<file path="config.mk">
export PLATFORM = sky130hd
export DESIGN_NAME = rit_timer
export DESIGN_NICKNAME = d
export VERILOG_FILES = /design/src/pkg/rit_pkg.sv /design/src/pkg/rit_pre_if.sv /design/src/design/rit_prescaler.sv /design/src/design/rit_timer.sv
export VERILOG_INCLUDE_DIRS = /design/src /design/src/pkg
export SDC_FILE = /design/constraint.sdc
export NUM_CORES = 1
export LEC_CHECK = 0
export BUFFER_PORTS_ARGS = -buffer_cell sky130_fd_sc_hd__buf_4
export CAP_MARGIN = 10
export CORE_MARGIN = 10
export CORE_UTILIZATION = 45
export CTS_BUF_LIST = sky130_fd_sc_hd__clkbuf_4 sky130_fd_sc_hd__clkbuf_8
export DETAILED_ROUTE_END_ITERATION = 8
export PLACE_DENSITY = 0.67
export REMOVE_ABC_BUFFERS = 1
export SETUP_SLACK_MARGIN = 0.5
export SLEW_MARGIN = 20
export SYNTH_ARGS = -nofsm -noshare
export SYNTH_HDL_FRONTEND = slang
export SYNTH_HIERARCHICAL = 1
export SYNTH_SLANG_ARGS = --single-unit
</file>
<file path="constraint.sdc">
create_clock -name clk -period 2 [get_ports clk]
set_clock_uncertainty 0.15 [all_clocks]
set_input_delay 0.1 -clock clk [delete_from_list [all_inputs] [get_ports clk]]
set_output_delay 0.1 -clock clk [all_outputs]
set_load 0.02 [all_outputs]
</file>
<file path="src/pkg/rit_consts.svh">
/*
  Constants of the reload interval timer: register selects, control bit
  positions, counter limits and prescaler figures.
  Assumes it is included by bare name wherever a number is needed.
*/
`ifndef RIT_CONSTS_SVH
`define RIT_CONSTS_SVH

// peripheral register selects (value of the Y' pointer)
`define RIT_SEL_CTRL 4'h3
`define RIT_SEL_RELOAD 4'h4

// control register bit positions
`define RIT_CTRL_START 0
`define RIT_CTRL_REPEAT 1
`define RIT_CTRL_HALT 2
`define RIT_CTRL_FLAG 3

// counter limits
`define RIT_CNT_MAX 8'hFF
`define RIT_CNT_ZERO 8'h00
`define RIT_CNT_ONE 8'h01
`define RIT_NIB_ZERO 4'h0

// prescaler: instruction rate is the clock divided by six
`define RIT_INST_LAST 3'h5
`define RIT_INST_ZERO 3'h0
`define RIT_INST_ONE 3'h1
`define RIT_CHAIN_W 12
`define RIT_CHAIN_ZERO 12'h000
`define RIT_CHAIN_ONE 12'h001
`define RIT_DIV_LOG2_DEF 1

`endif

</file>
<file path="src/pkg/rit_pkg.sv">
/*
  Types of the reload interval timer.
  Assumes rit_consts.svh for the numbers used beside these types.
*/
package rit_pkg;

  typedef enum logic [0:0] {
    RIT_ST_IDLE = 1'b0,
    RIT_ST_COUNT = 1'b1
  } rit_state_e;

  typedef logic [7:0] rit_count_t;
  typedef logic [3:0] rit_nib_t;

endpackage : rit_pkg

</file>
<file path="src/pkg/rit_pre_if.sv">
/*
  Link between the timer core and its prescaler: halt request out,
  timer tick and serial shift tick back.
  Assumes both ends run on the same clock.
*/
`timescale 1ns/1ns
`default_nettype none

interface rit_pre_if;
  logic halt;
  logic tick;
  logic sio_tick;

  modport ctrl (output halt, input tick, input sio_tick);
  modport gen (input halt, output tick, output sio_tick);
endinterface : rit_pre_if

`default_nettype wire

</file>
<file path="src/design/rit_prescaler.sv">
/*
  Prescaler: divides the clock by six to the instruction rate, then by a
  build-time power of two, giving the timer tick and the serial shift tick.
  Assumes halt comes from a register on the same clock.
*/
`timescale 1ns/1ns
`default_nettype none
`include "rit_consts.svh"

module rit_prescaler #(
  parameter int DIV_LOG2 = `RIT_DIV_LOG2_DEF
) (
  input wire logic clk,
  input wire logic reset,
  rit_pre_if.gen pre
);

  localparam logic [`RIT_CHAIN_W-1:0] MASK = `RIT_CHAIN_W'((1 << DIV_LOG2) - 1);

  logic [2:0] inst_cnt_reg;
  logic [`RIT_CHAIN_W-1:0] chain_reg;
  logic tick_reg;
  logic inst_pulse;

  assign inst_pulse = (inst_cnt_reg == `RIT_INST_LAST);

  // halting clears the whole chain so a restart divides from zero
  always_ff @(posedge clk) begin
    if (reset || pre.halt) begin
      inst_cnt_reg <= `RIT_INST_ZERO;
    end else if (inst_pulse) begin
      inst_cnt_reg <= `RIT_INST_ZERO;
    end else begin
      inst_cnt_reg <= inst_cnt_reg + `RIT_INST_ONE;
    end
  end

  always_ff @(posedge clk) begin
    if (reset || pre.halt) begin
      chain_reg <= `RIT_CHAIN_ZERO;
    end else if (inst_pulse) begin
      chain_reg <= chain_reg + `RIT_CHAIN_ONE;
    end
  end

  always_ff @(posedge clk) begin
    if (reset) begin
      tick_reg <= 1'b0;
    end else begin
      tick_reg <= !pre.halt && inst_pulse && ((chain_reg & MASK) == MASK);
    end
  end

  assign pre.tick = tick_reg;
  assign pre.sio_tick = tick_reg;
endmodule : rit_prescaler

`default_nettype wire

</file>
<file path="src/design/rit_timer.sv">
/*
  Reload interval timer: 8-bit up counter with single and repeat modes,
  overflow flag, interrupt request and 4-bit peripheral register access.
  Assumes one CPU access per cycle, selected by the Y' pointer, with the
  Y pointer LSB choosing the nibble, and an interrupt enable from outside.
*/
// Behaviour
// - 8-bit up counter advancing only on prescaler ticks, never from pins.
// - rollover at FF with timer interrupt enabled raises an interrupt request.
// - repeat mode reloads the counter on every rollover and keeps counting.
// - single mode stops the counter at rollover until software starts it again.
// - writing 1 to control bit 0 loads the latest reload value and starts.
// - overflow flag sets on rollover only while the interrupt is enabled.
// - overflow flag clears on reset and on a timer start, unless an enabled rollover falls in the start cycle.
// - tick is the instruction rate (clock over 6) over a power of two.
// - halted prescaler freezes the counter, which resumes from the kept count.
// - restarting the prescaler clears its divider chain to zero.
// - prescaler also feeds the serial shift clock, which stops with it.
// - nibble writes to the reload register pick high or low by Y LSB.
// - nibble reads return the live counter's high or low half by Y LSB.
// - counter is not latched between nibble reads, halves may mismatch.
// - control bit 2 high halts the prescaler, low lets it run.
`timescale 1ns/1ns
`default_nettype none
`include "rit_consts.svh"

module rit_timer #(
  parameter int DIV_LOG2 = `RIT_DIV_LOG2_DEF
) (
  input wire logic clk,
  input wire logic reset,
  input wire logic [3:0] per_sel,
  input wire logic y_lsb,
  input wire logic wr_stb,
  input wire logic rd_stb,
  input wire logic [3:0] wr_data,
  input wire logic timer_irq_en,
  output logic [3:0] rd_data,
  output logic rd_valid,
  output logic irq_req,
  output logic sio_clk_tick
);

  function automatic logic sel_hit(input logic [3:0] sel, input logic [3:0] code);
    sel_hit = (sel == code);
  endfunction : sel_hit

  rit_pre_if pre_link ();

  rit_prescaler #(
    .DIV_LOG2(DIV_LOG2)
  ) u_pre (
    .clk(clk),
    .reset(reset),
    .pre(pre_link.gen)
  );

  rit_pkg::rit_state_e state_reg;
  rit_pkg::rit_count_t count_reg;
  rit_pkg::rit_count_t reload_reg;
  logic repeat_reg;
  logic halt_reg;
  logic flag_reg;
  logic [3:0] rd_data_reg;
  logic rd_valid_reg;
  logic irq_req_reg;
  logic sio_tick_reg;

  logic wr_ctrl;
  logic wr_reload;
  logic rd_ctrl;
  logic rd_count;
  logic start;
  logic tick_ok;
  logic rollover;
  logic flag_set;

  assign wr_ctrl = wr_stb && sel_hit(per_sel, `RIT_SEL_CTRL);
  assign wr_reload = wr_stb && sel_hit(per_sel, `RIT_SEL_RELOAD);
  assign rd_ctrl = rd_stb && sel_hit(per_sel, `RIT_SEL_CTRL);
  assign rd_count = rd_stb && sel_hit(per_sel, `RIT_SEL_RELOAD);
  assign start = wr_ctrl && wr_data[`RIT_CTRL_START];

  // only the internal prescaler tick advances the counter
  assign tick_ok = pre_link.tick && !halt_reg && (state_reg == rit_pkg::RIT_ST_COUNT);
  assign rollover = tick_ok && (count_reg == `RIT_CNT_MAX);
  assign flag_set = rollover && timer_irq_en;

  assign pre_link.halt = halt_reg;

  // control bits: mode and prescaler halt
  always_ff @(posedge clk) begin
    if (reset) begin
      repeat_reg <= 1'b0;
      halt_reg <= 1'b0;
    end else if (wr_ctrl) begin
      repeat_reg <= wr_data[`RIT_CTRL_REPEAT];
      halt_reg <= wr_data[`RIT_CTRL_HALT];
    end
  end

  // reload value, written a nibble at a time
  always_ff @(posedge clk) begin
    if (reset) begin
      reload_reg <= `RIT_CNT_ZERO;
    end else if (wr_reload) begin
      if (y_lsb) begin
        reload_reg[7:4] <= wr_data;
      end else begin
        reload_reg[3:0] <= wr_data;
      end
    end
  end

  // run state
  always_ff @(posedge clk) begin
    if (reset) begin
      state_reg <= rit_pkg::RIT_ST_IDLE;
    end else begin
      case (state_reg)
        rit_pkg::RIT_ST_IDLE: begin
          if (start) begin
            state_reg <= rit_pkg::RIT_ST_COUNT;
          end
        end
        rit_pkg::RIT_ST_COUNT: begin
          if (!start && rollover && !repeat_reg) begin
            state_reg <= rit_pkg::RIT_ST_IDLE;
          end
        end
        default: begin
          state_reg <= rit_pkg::RIT_ST_IDLE;
        end
      endcase
    end
  end

  // counter
  always_ff @(posedge clk) begin
    if (reset) begin
      count_reg <= `RIT_CNT_ZERO;
    end else if (start) begin
      count_reg <= reload_reg;
    end else if (rollover) begin
      count_reg <= repeat_reg ? reload_reg : `RIT_CNT_ZERO;
    end else if (tick_ok) begin
      count_reg <= count_reg + `RIT_CNT_ONE;
    end
  end

  // overflow flag: an enabled rollover in the start cycle still sets it
  always_ff @(posedge clk) begin
    if (reset) begin
      flag_reg <= 1'b0;
    end else if (flag_set) begin
      flag_reg <= 1'b1;
    end else if (start) begin
      flag_reg <= 1'b0;
    end
  end

  always_ff @(posedge clk) begin
    if (reset) begin
      irq_req_reg <= 1'b0;
    end else begin
      irq_req_reg <= flag_set;
    end
  end

  // reads: live counter, no snapshot between the two halves
  always_ff @(posedge clk) begin
    if (reset) begin
      rd_data_reg <= `RIT_NIB_ZERO;
      rd_valid_reg <= 1'b0;
    end else begin
      rd_valid_reg <= rd_ctrl || rd_count;
      if (rd_ctrl) begin
        rd_data_reg <= {flag_reg, halt_reg, repeat_reg, 1'b0};
      end else if (rd_count) begin
        rd_data_reg <= y_lsb ? count_reg[7:4] : count_reg[3:0];
      end else begin
        rd_data_reg <= `RIT_NIB_ZERO;
      end
    end
  end

  always_ff @(posedge clk) begin
    if (reset) begin
      sio_tick_reg <= 1'b0;
    end else begin
      sio_tick_reg <= pre_link.sio_tick;
    end
  end

  assign rd_data = rd_data_reg;
  assign rd_valid = rd_valid_reg;
  assign irq_req = irq_req_reg;
  assign sio_clk_tick = sio_tick_reg;
endmodule : rit_timer

`default_nettype wire

</file>
==> results of run 1 <==
## power groups by stage
| stage | clock network, mW | logic (mW) | registers, mW |
|---|---|---|---|
| after floorplan | 0 | 0.0295 | 0.667 |
| after global placement | 0 | 0.0767 | 0.667 |
| after detailed placement | 0 | 0.0795 | 0.668 |
| after CTS | 0.417 | 0.0945 | 0.654 |
| after global routing | 0.443 | 0.106 | 0.656 |
| final | 0.414 | 0.0967 | 0.654 |
## cells by family after synthesis
logic type	after synthesis	share of synthesized area
simple gates	67	0.244
compound gates	45	0.196
flops	32	0.407
buf+inv	14	0.0406
mux	13	0.0827
fa+ha+maj	3	0.0239
xor+xnor	1	0.00557
## per-layer routing
layer | share of wire | vias to the layer above | GRT usage
met1 | 0.43 | 740 | 0.166
met3 | 0.079 | 8 | 0.0507
met5 | 0 | - | 0
met2 | 0.48 | 57 | 0.214
li1 | - | 743 | -
met4 | 0.016 | 0 | 0.0556
## Yosys cell counts (all sizes together), types with 3 or more instances
master  count
clkbuf      7
nor3        4
nand3b      3
o21ai      13
mux2i      13
nand3      10
nand2      11
ha          3
and2        4
dfxtp      32
buf         5
a21oi       7
a211oi      7
nor2       18
## area by class of cell
cell class / count / area (um^2) / area share
Clock buffer: 7 / 65.1 / 0.0303
Inverter: 2 / 7.51 / 0.00349
Multi-Input combinational cell: 129 / 940 / 0.437
Sequential cell: 32 / 651 / 0.303
Tap cell: 46 / 57.6 / 0.0268
Timing Repair Buffer: 53 / 428 / 0.199
## worst reg2reg max path: cells and delay by family, from the launching register on
family	cells	cell delay (ns)
and+or+nand+nor	3	1.12
AOI/OAI and AO/OA	1	0.11
DFF	1	0.36
## per-stage QoR
stage	cell area [um^2]	setup TNS (ns)	power (mW)
finish	2150	0	1.16
global route	2150	0	1.20
CTS	2070	0	1.17
detailed placement	1840	0	0.747
global placement	1840	0	0.743
floorplan	1520	-0.0929	0.697
## worst paths after layout
kind / to / startpoint / cells past startpoint / slack, ns
setup / recovery: count_reg[7] / count_reg[4] / 4 / 0.16
hold / removal: repeat_reg / per_sel[2] / 5 / 0.09
setup reg to reg: count_reg[7] / count_reg[4] / 4 / 0.16
hold reg to reg: u_pre/pre.sio_tick / u_pre/chain_reg[0] / 2 / 0.32
## timing repair
action / 4_1_cts / 5_1_grt
hold buffers: 9 / 0
resized for setup: 18 / 10
setup buffers: 3 / 5
gates cloned: 0 / 0
pin swaps: 6 / 4
setup endpoints to repair: 11 / 11
endpoints found under the hold margin: 16 / 0
==> reports/metrics.cfg, run 1 <==
[status]
run_status=complete, no violations

[final_layout]
area_growth_syn_to_layout_pct=36.6
fillers=303
mostFrequentLayoutCells=buf_4, dfxtp_1, nor2_1, mux2i_1, o21ai_0
mostFrequentLayoutCell=buf_4
drive_above_1_share=0.350
diodes=0
fin_nets=240
fin_util=0.639
final_cell_count_no_fill=269

[global_route]
grt_pass1_vias=1481
grt_usage=0.137
grt-ovfl-total=0
grt_antenna_before_repair=0
grt_max_degree=35
grt_pass1_wl_um=6930

[die]
design.core.area_um2=3360
rows=21
dieHeight_um=79.1
die-area_um2=6260
num_io_pins=21
die_w_um=79.1
start_util=0.468

[place]
io_buffers=20
preCtsSetupSlack_ns=0.0573
dpl.hpwl_um=2920
gp_congestion=0.829
dp_cells=245

[timing]
hold_violations=0
tightestPinTransition_ns=0.495
fin_ws_ns=0.158
fin_crit_ns=1.84
grt_setup_unrepaired=true
setup_violations=0
fmax_mhz=543
slew_headroom=0.669
slew_viol_final=0
hold_ws_ns=0.0861
timing.final.crit_share=0.921

[detailed_routing]
via_per_inst=5.75
drcViolationCount=0
drt-pass1-iter-count=4
wl_um=4320
vias=1548
ant_nets=0
wire_per_inst_um=16.1
drt_iter0_drc=178

[worst_setup_path]
cp_slowest_cell=or4_4
crit_path_cell_trace=nand3_4 -> or4_4 -> or4b_1 -> o311ai_1
cp_max_fo=4
cp.arrival_ns=1.93
cp.required_ns=2.08
critPathTopFamily=simple AND/OR/NAND/NOR gates
crit_type=reg -> reg
endpoint_kind=flop
max_stage_delay_ns=0.54
path_buf_inv=0
worstSetupStartpointType=flop

[power]
seqPwrFrac=0.562
power_leakage_nw=0.923
irDropWorstVdd_uv=439
p_clk_frac=0.355
powerDensity_nw_per_um2=542
comb_power_share=0.083
p_sw_mw=0.268
power.share.switching=0.230
internal_power_mw=0.896

[min_path]
hp-class=in -> reg

[job]
cap_viol_max_count=0

[logic_synthesis]
async_flop_share=0
synth_seq_area_share=0.407
synthTopCellsByArea=dfxtp_1, mux2i_1, nor2_1
syn_inst=175
synth.distinct_cells=53
synth_area_um2=1570
yosysWarnings=6
synth_top_area_cell=dfxtp_1
synth.avg_cell_area_um2=8.99
ys.flop_type=dfxtp_1
synth_top_area_frac=0.407
ys_seq_elements=32
synth_edf_count=0

[clock_tree]
cts_buffers=5
clock_path_buffers=2
clk_pin_slew_ns=0.09
cts_root_buffer=clkbuf_4
clk_latency_ns=0.34
cts_tree=done
cts_max_level=2
cts_sinks=32

Power figures use the tool's default switching activity.
==> inputs of run 2 (changes only) <==
Settings changed: CTS_CLUSTER_DIAMETER from default to 150, REMOVE_ABC_BUFFERS 1 to default.
==> run 2 against run 1 <==
Against the previous run: non-clock buffer count shrank 7; via count shrank 4.7%; sequential share of layout area grew 0.99 points; highest routed layer unchanged.
==> reports/metrics.cfg, run 2 (synthesis gave the netlist of run 1 again) <==
[status]
run_status=complete, no violations

[timing]
slew_viol_final=0  ; unchanged
setup_violations=0  ; unchanged
grt_setup_unrepaired=true
fin_ws_ns=0.215  ; +0.0569 ns
slew_headroom=0.661  ; -0.00735
timing.final.crit_share=0.892  ; -0.0285
timing.setup.tns_ns=0  ; unchanged
fin_crit_ns=1.78  ; -0.0569 ns
fmax_mhz=560  ; +3.2%
tightestPinTransition_ns=0.506  ; +0.0110 ns
hold_violations=0  ; unchanged

[worst_setup_path]
r2r_end=count_reg[7]
worstSetupStartpointType=flop
cp_max_fo=2  ; -2
worstRegToRegCells=5  ; +1
r2r-start=count_reg[0]
cp.required_ns=2.10  ; +0.02 ns
endpoint_kind=flop
cp.arrival_ns=1.88  ; -0.05 ns
r2r_setup_slack_ns=0.22  ; +0.06 ns
crit_type=reg -> reg

[final_layout]
area_growth_syn_to_layout_pct=34.0
mostFrequentLayoutCell=buf_4
diodes=0  ; unchanged
fin_nets=233  ; -2.9%
final_cell_count_no_fill=263  ; -2.2%
drive_above_1_share=0.336  ; -0.0134
mostFrequentLayoutCells=buf_4, dfxtp_1, nor2_1, mux2i_1, o21ai_0

[clock_tree]
cts_max_level=2  ; unchanged
cts_tree=done
cts_sinks=32  ; unchanged
cts_root_buffer=clkbuf_4
clock_path_buffers=2  ; unchanged
clk_latency_ns=0.33  ; about the same
clk_pin_slew_ns=0.10  ; about the same
cts_buffers=5  ; unchanged

[detailed_routing]
via_per_inst=5.61  ; -2.5%
wire_per_inst_um=16.0  ; about the same
vias=1476  ; -4.7%
ant_nets=0  ; unchanged
drt-pass1-iter-count=4  ; unchanged
drt_iter0_drc=97  ; -46%
wl_um=4220  ; -2.3%
drcViolationCount=0  ; unchanged

[power]
p_clk_frac=0.399  ; +0.044
internal_power_mw=0.967  ; +7.9%
power_leakage_nw=0.888  ; -3.8%
powerDensity_nw_per_um2=587  ; +8.3%
power.share.switching=0.219  ; -0.0114
total_power_mw=1.24  ; +6.3%
p_sw_mw=0.271  ; +1.0%
seqPwrFrac=0.525  ; -0.037
irDropWorstVdd_uv=452  ; +3.0%
comb_power_share=0.077  ; -0.006

[die]
die-area_um2=6260  ; unchanged
rows=21  ; unchanged
num_io_pins=21  ; unchanged
start_util=0.468  ; unchanged
die_w_um=79.1  ; unchanged
design.core.area_um2=3360  ; unchanged
dieHeight_um=79.1  ; unchanged

[place]
dpl.hpwl_um=2920  ; about the same
dp_cells=241  ; -1.6%
gp_congestion=0.940  ; +13%
preCtsSetupSlack_ns=0.0165  ; -0.0408 ns
io_buffers=20  ; unchanged

[job]
cap_viol_max_count=0  ; unchanged

[min_path]
min_from=y_lsb
hold_depth=3  ; -2
hold_end=rd_data[0]
hp-class=in -> reg

[global_route]
grt-ovfl-total=0  ; unchanged
grt_pass1_vias=1473  ; -0.54%
grt_usage=0.144  ; +0.00700
grt_pass1_wl_um=7210  ; +4.0%
grt_max_degree=35  ; unchanged
grt_antenna_before_repair=0  ; unchanged

[logic_synthesis]
synth_fp_nets=192

## run 2: cell count changes in the layout (fill, tap and decap cells not counted), moves of 2 or more
cell	previous run	this run
dfxtp_2	8	6
dfxtp_4	0	3
buf_4	42	35
clkbuf_8	2	0
## run 2: critical path: stages, from the launching register on
cell	delay, ns
dfxtp_4	0.38
ha_4	0.14
nand2_2	0.06
or4_4	0.42
or4b_4	0.48
o311ai_1	0.08
## run 2: per-stage QoR
stage / hold WS [ns] / util / area [um^2]
CTS: 0.0293 / 0.619 / 2080
finish: 0.0416 / 0.627 / 2110
global route: 0.0197 / 0.627 / 2110
detailed placement: 0.202 / 0.546 / 1840
global placement: 0.197 / 0.546 / 1840
floorplan: 0.0146 / - / 1600
## run 2: repair_timing
action,CTS,global route
pin swaps,4,2
setup endpoints to repair,10,11
setup buffers,5,1
hold buffers,8,0
resized for setup,18,5
hold endpoints to repair,17,0
## run 2: final cells by class
type | count | area [um^2]
inverter | 2 | 7.51
multi-input combinational | 129 | 927
clock inverter | 2 | 35.0
sequential | 32 | 659
fill | 315 | 1250
tap | 46 | 57.6
timing repair buffer | 46 | 377
clock buffer | 6 | 45.0
## run 2: how the worst max path moves through the flow
stage	slack, ns	from	to	cells past startpoint
2_1_floorplan	0.14	count_reg[1]	count_reg[7]	6
3_3_place_gp	0.11	count_reg[3]	count_reg[7]	4
3_5_place_dp	0.02	count_reg[3]	count_reg[7]	4
4_1_cts	0.20	count_reg[3]	count_reg[7]	4
5_1_grt	0.14	halt_reg	count_reg[2]	6
6_report	0.22	count_reg[0]	count_reg[7]	5
## run 2: power groups by stage
stage | Clock, mW | Combinational [mW] | Sequential [mW]
after floorplan | 0 | 0.0408 | 0.665
after global placement | 0 | 0.0759 | 0.665
after detailed placement | 0 | 0.0803 | 0.666
after CTS | 0.502 | 0.0937 | 0.650
after global routing | 0.539 | 0.103 | 0.651
final | 0.493 | 0.0949 | 0.650
## run 2: layer usage
layer,GRT usage,vias to the layer above,share of wire
li1,-,726,-
met5,0,-,0
met2,0.229,52,0.47
met1,0.172,690,0.44
met4,0.0663,0,0.023
met3,0.0450,8,0.067
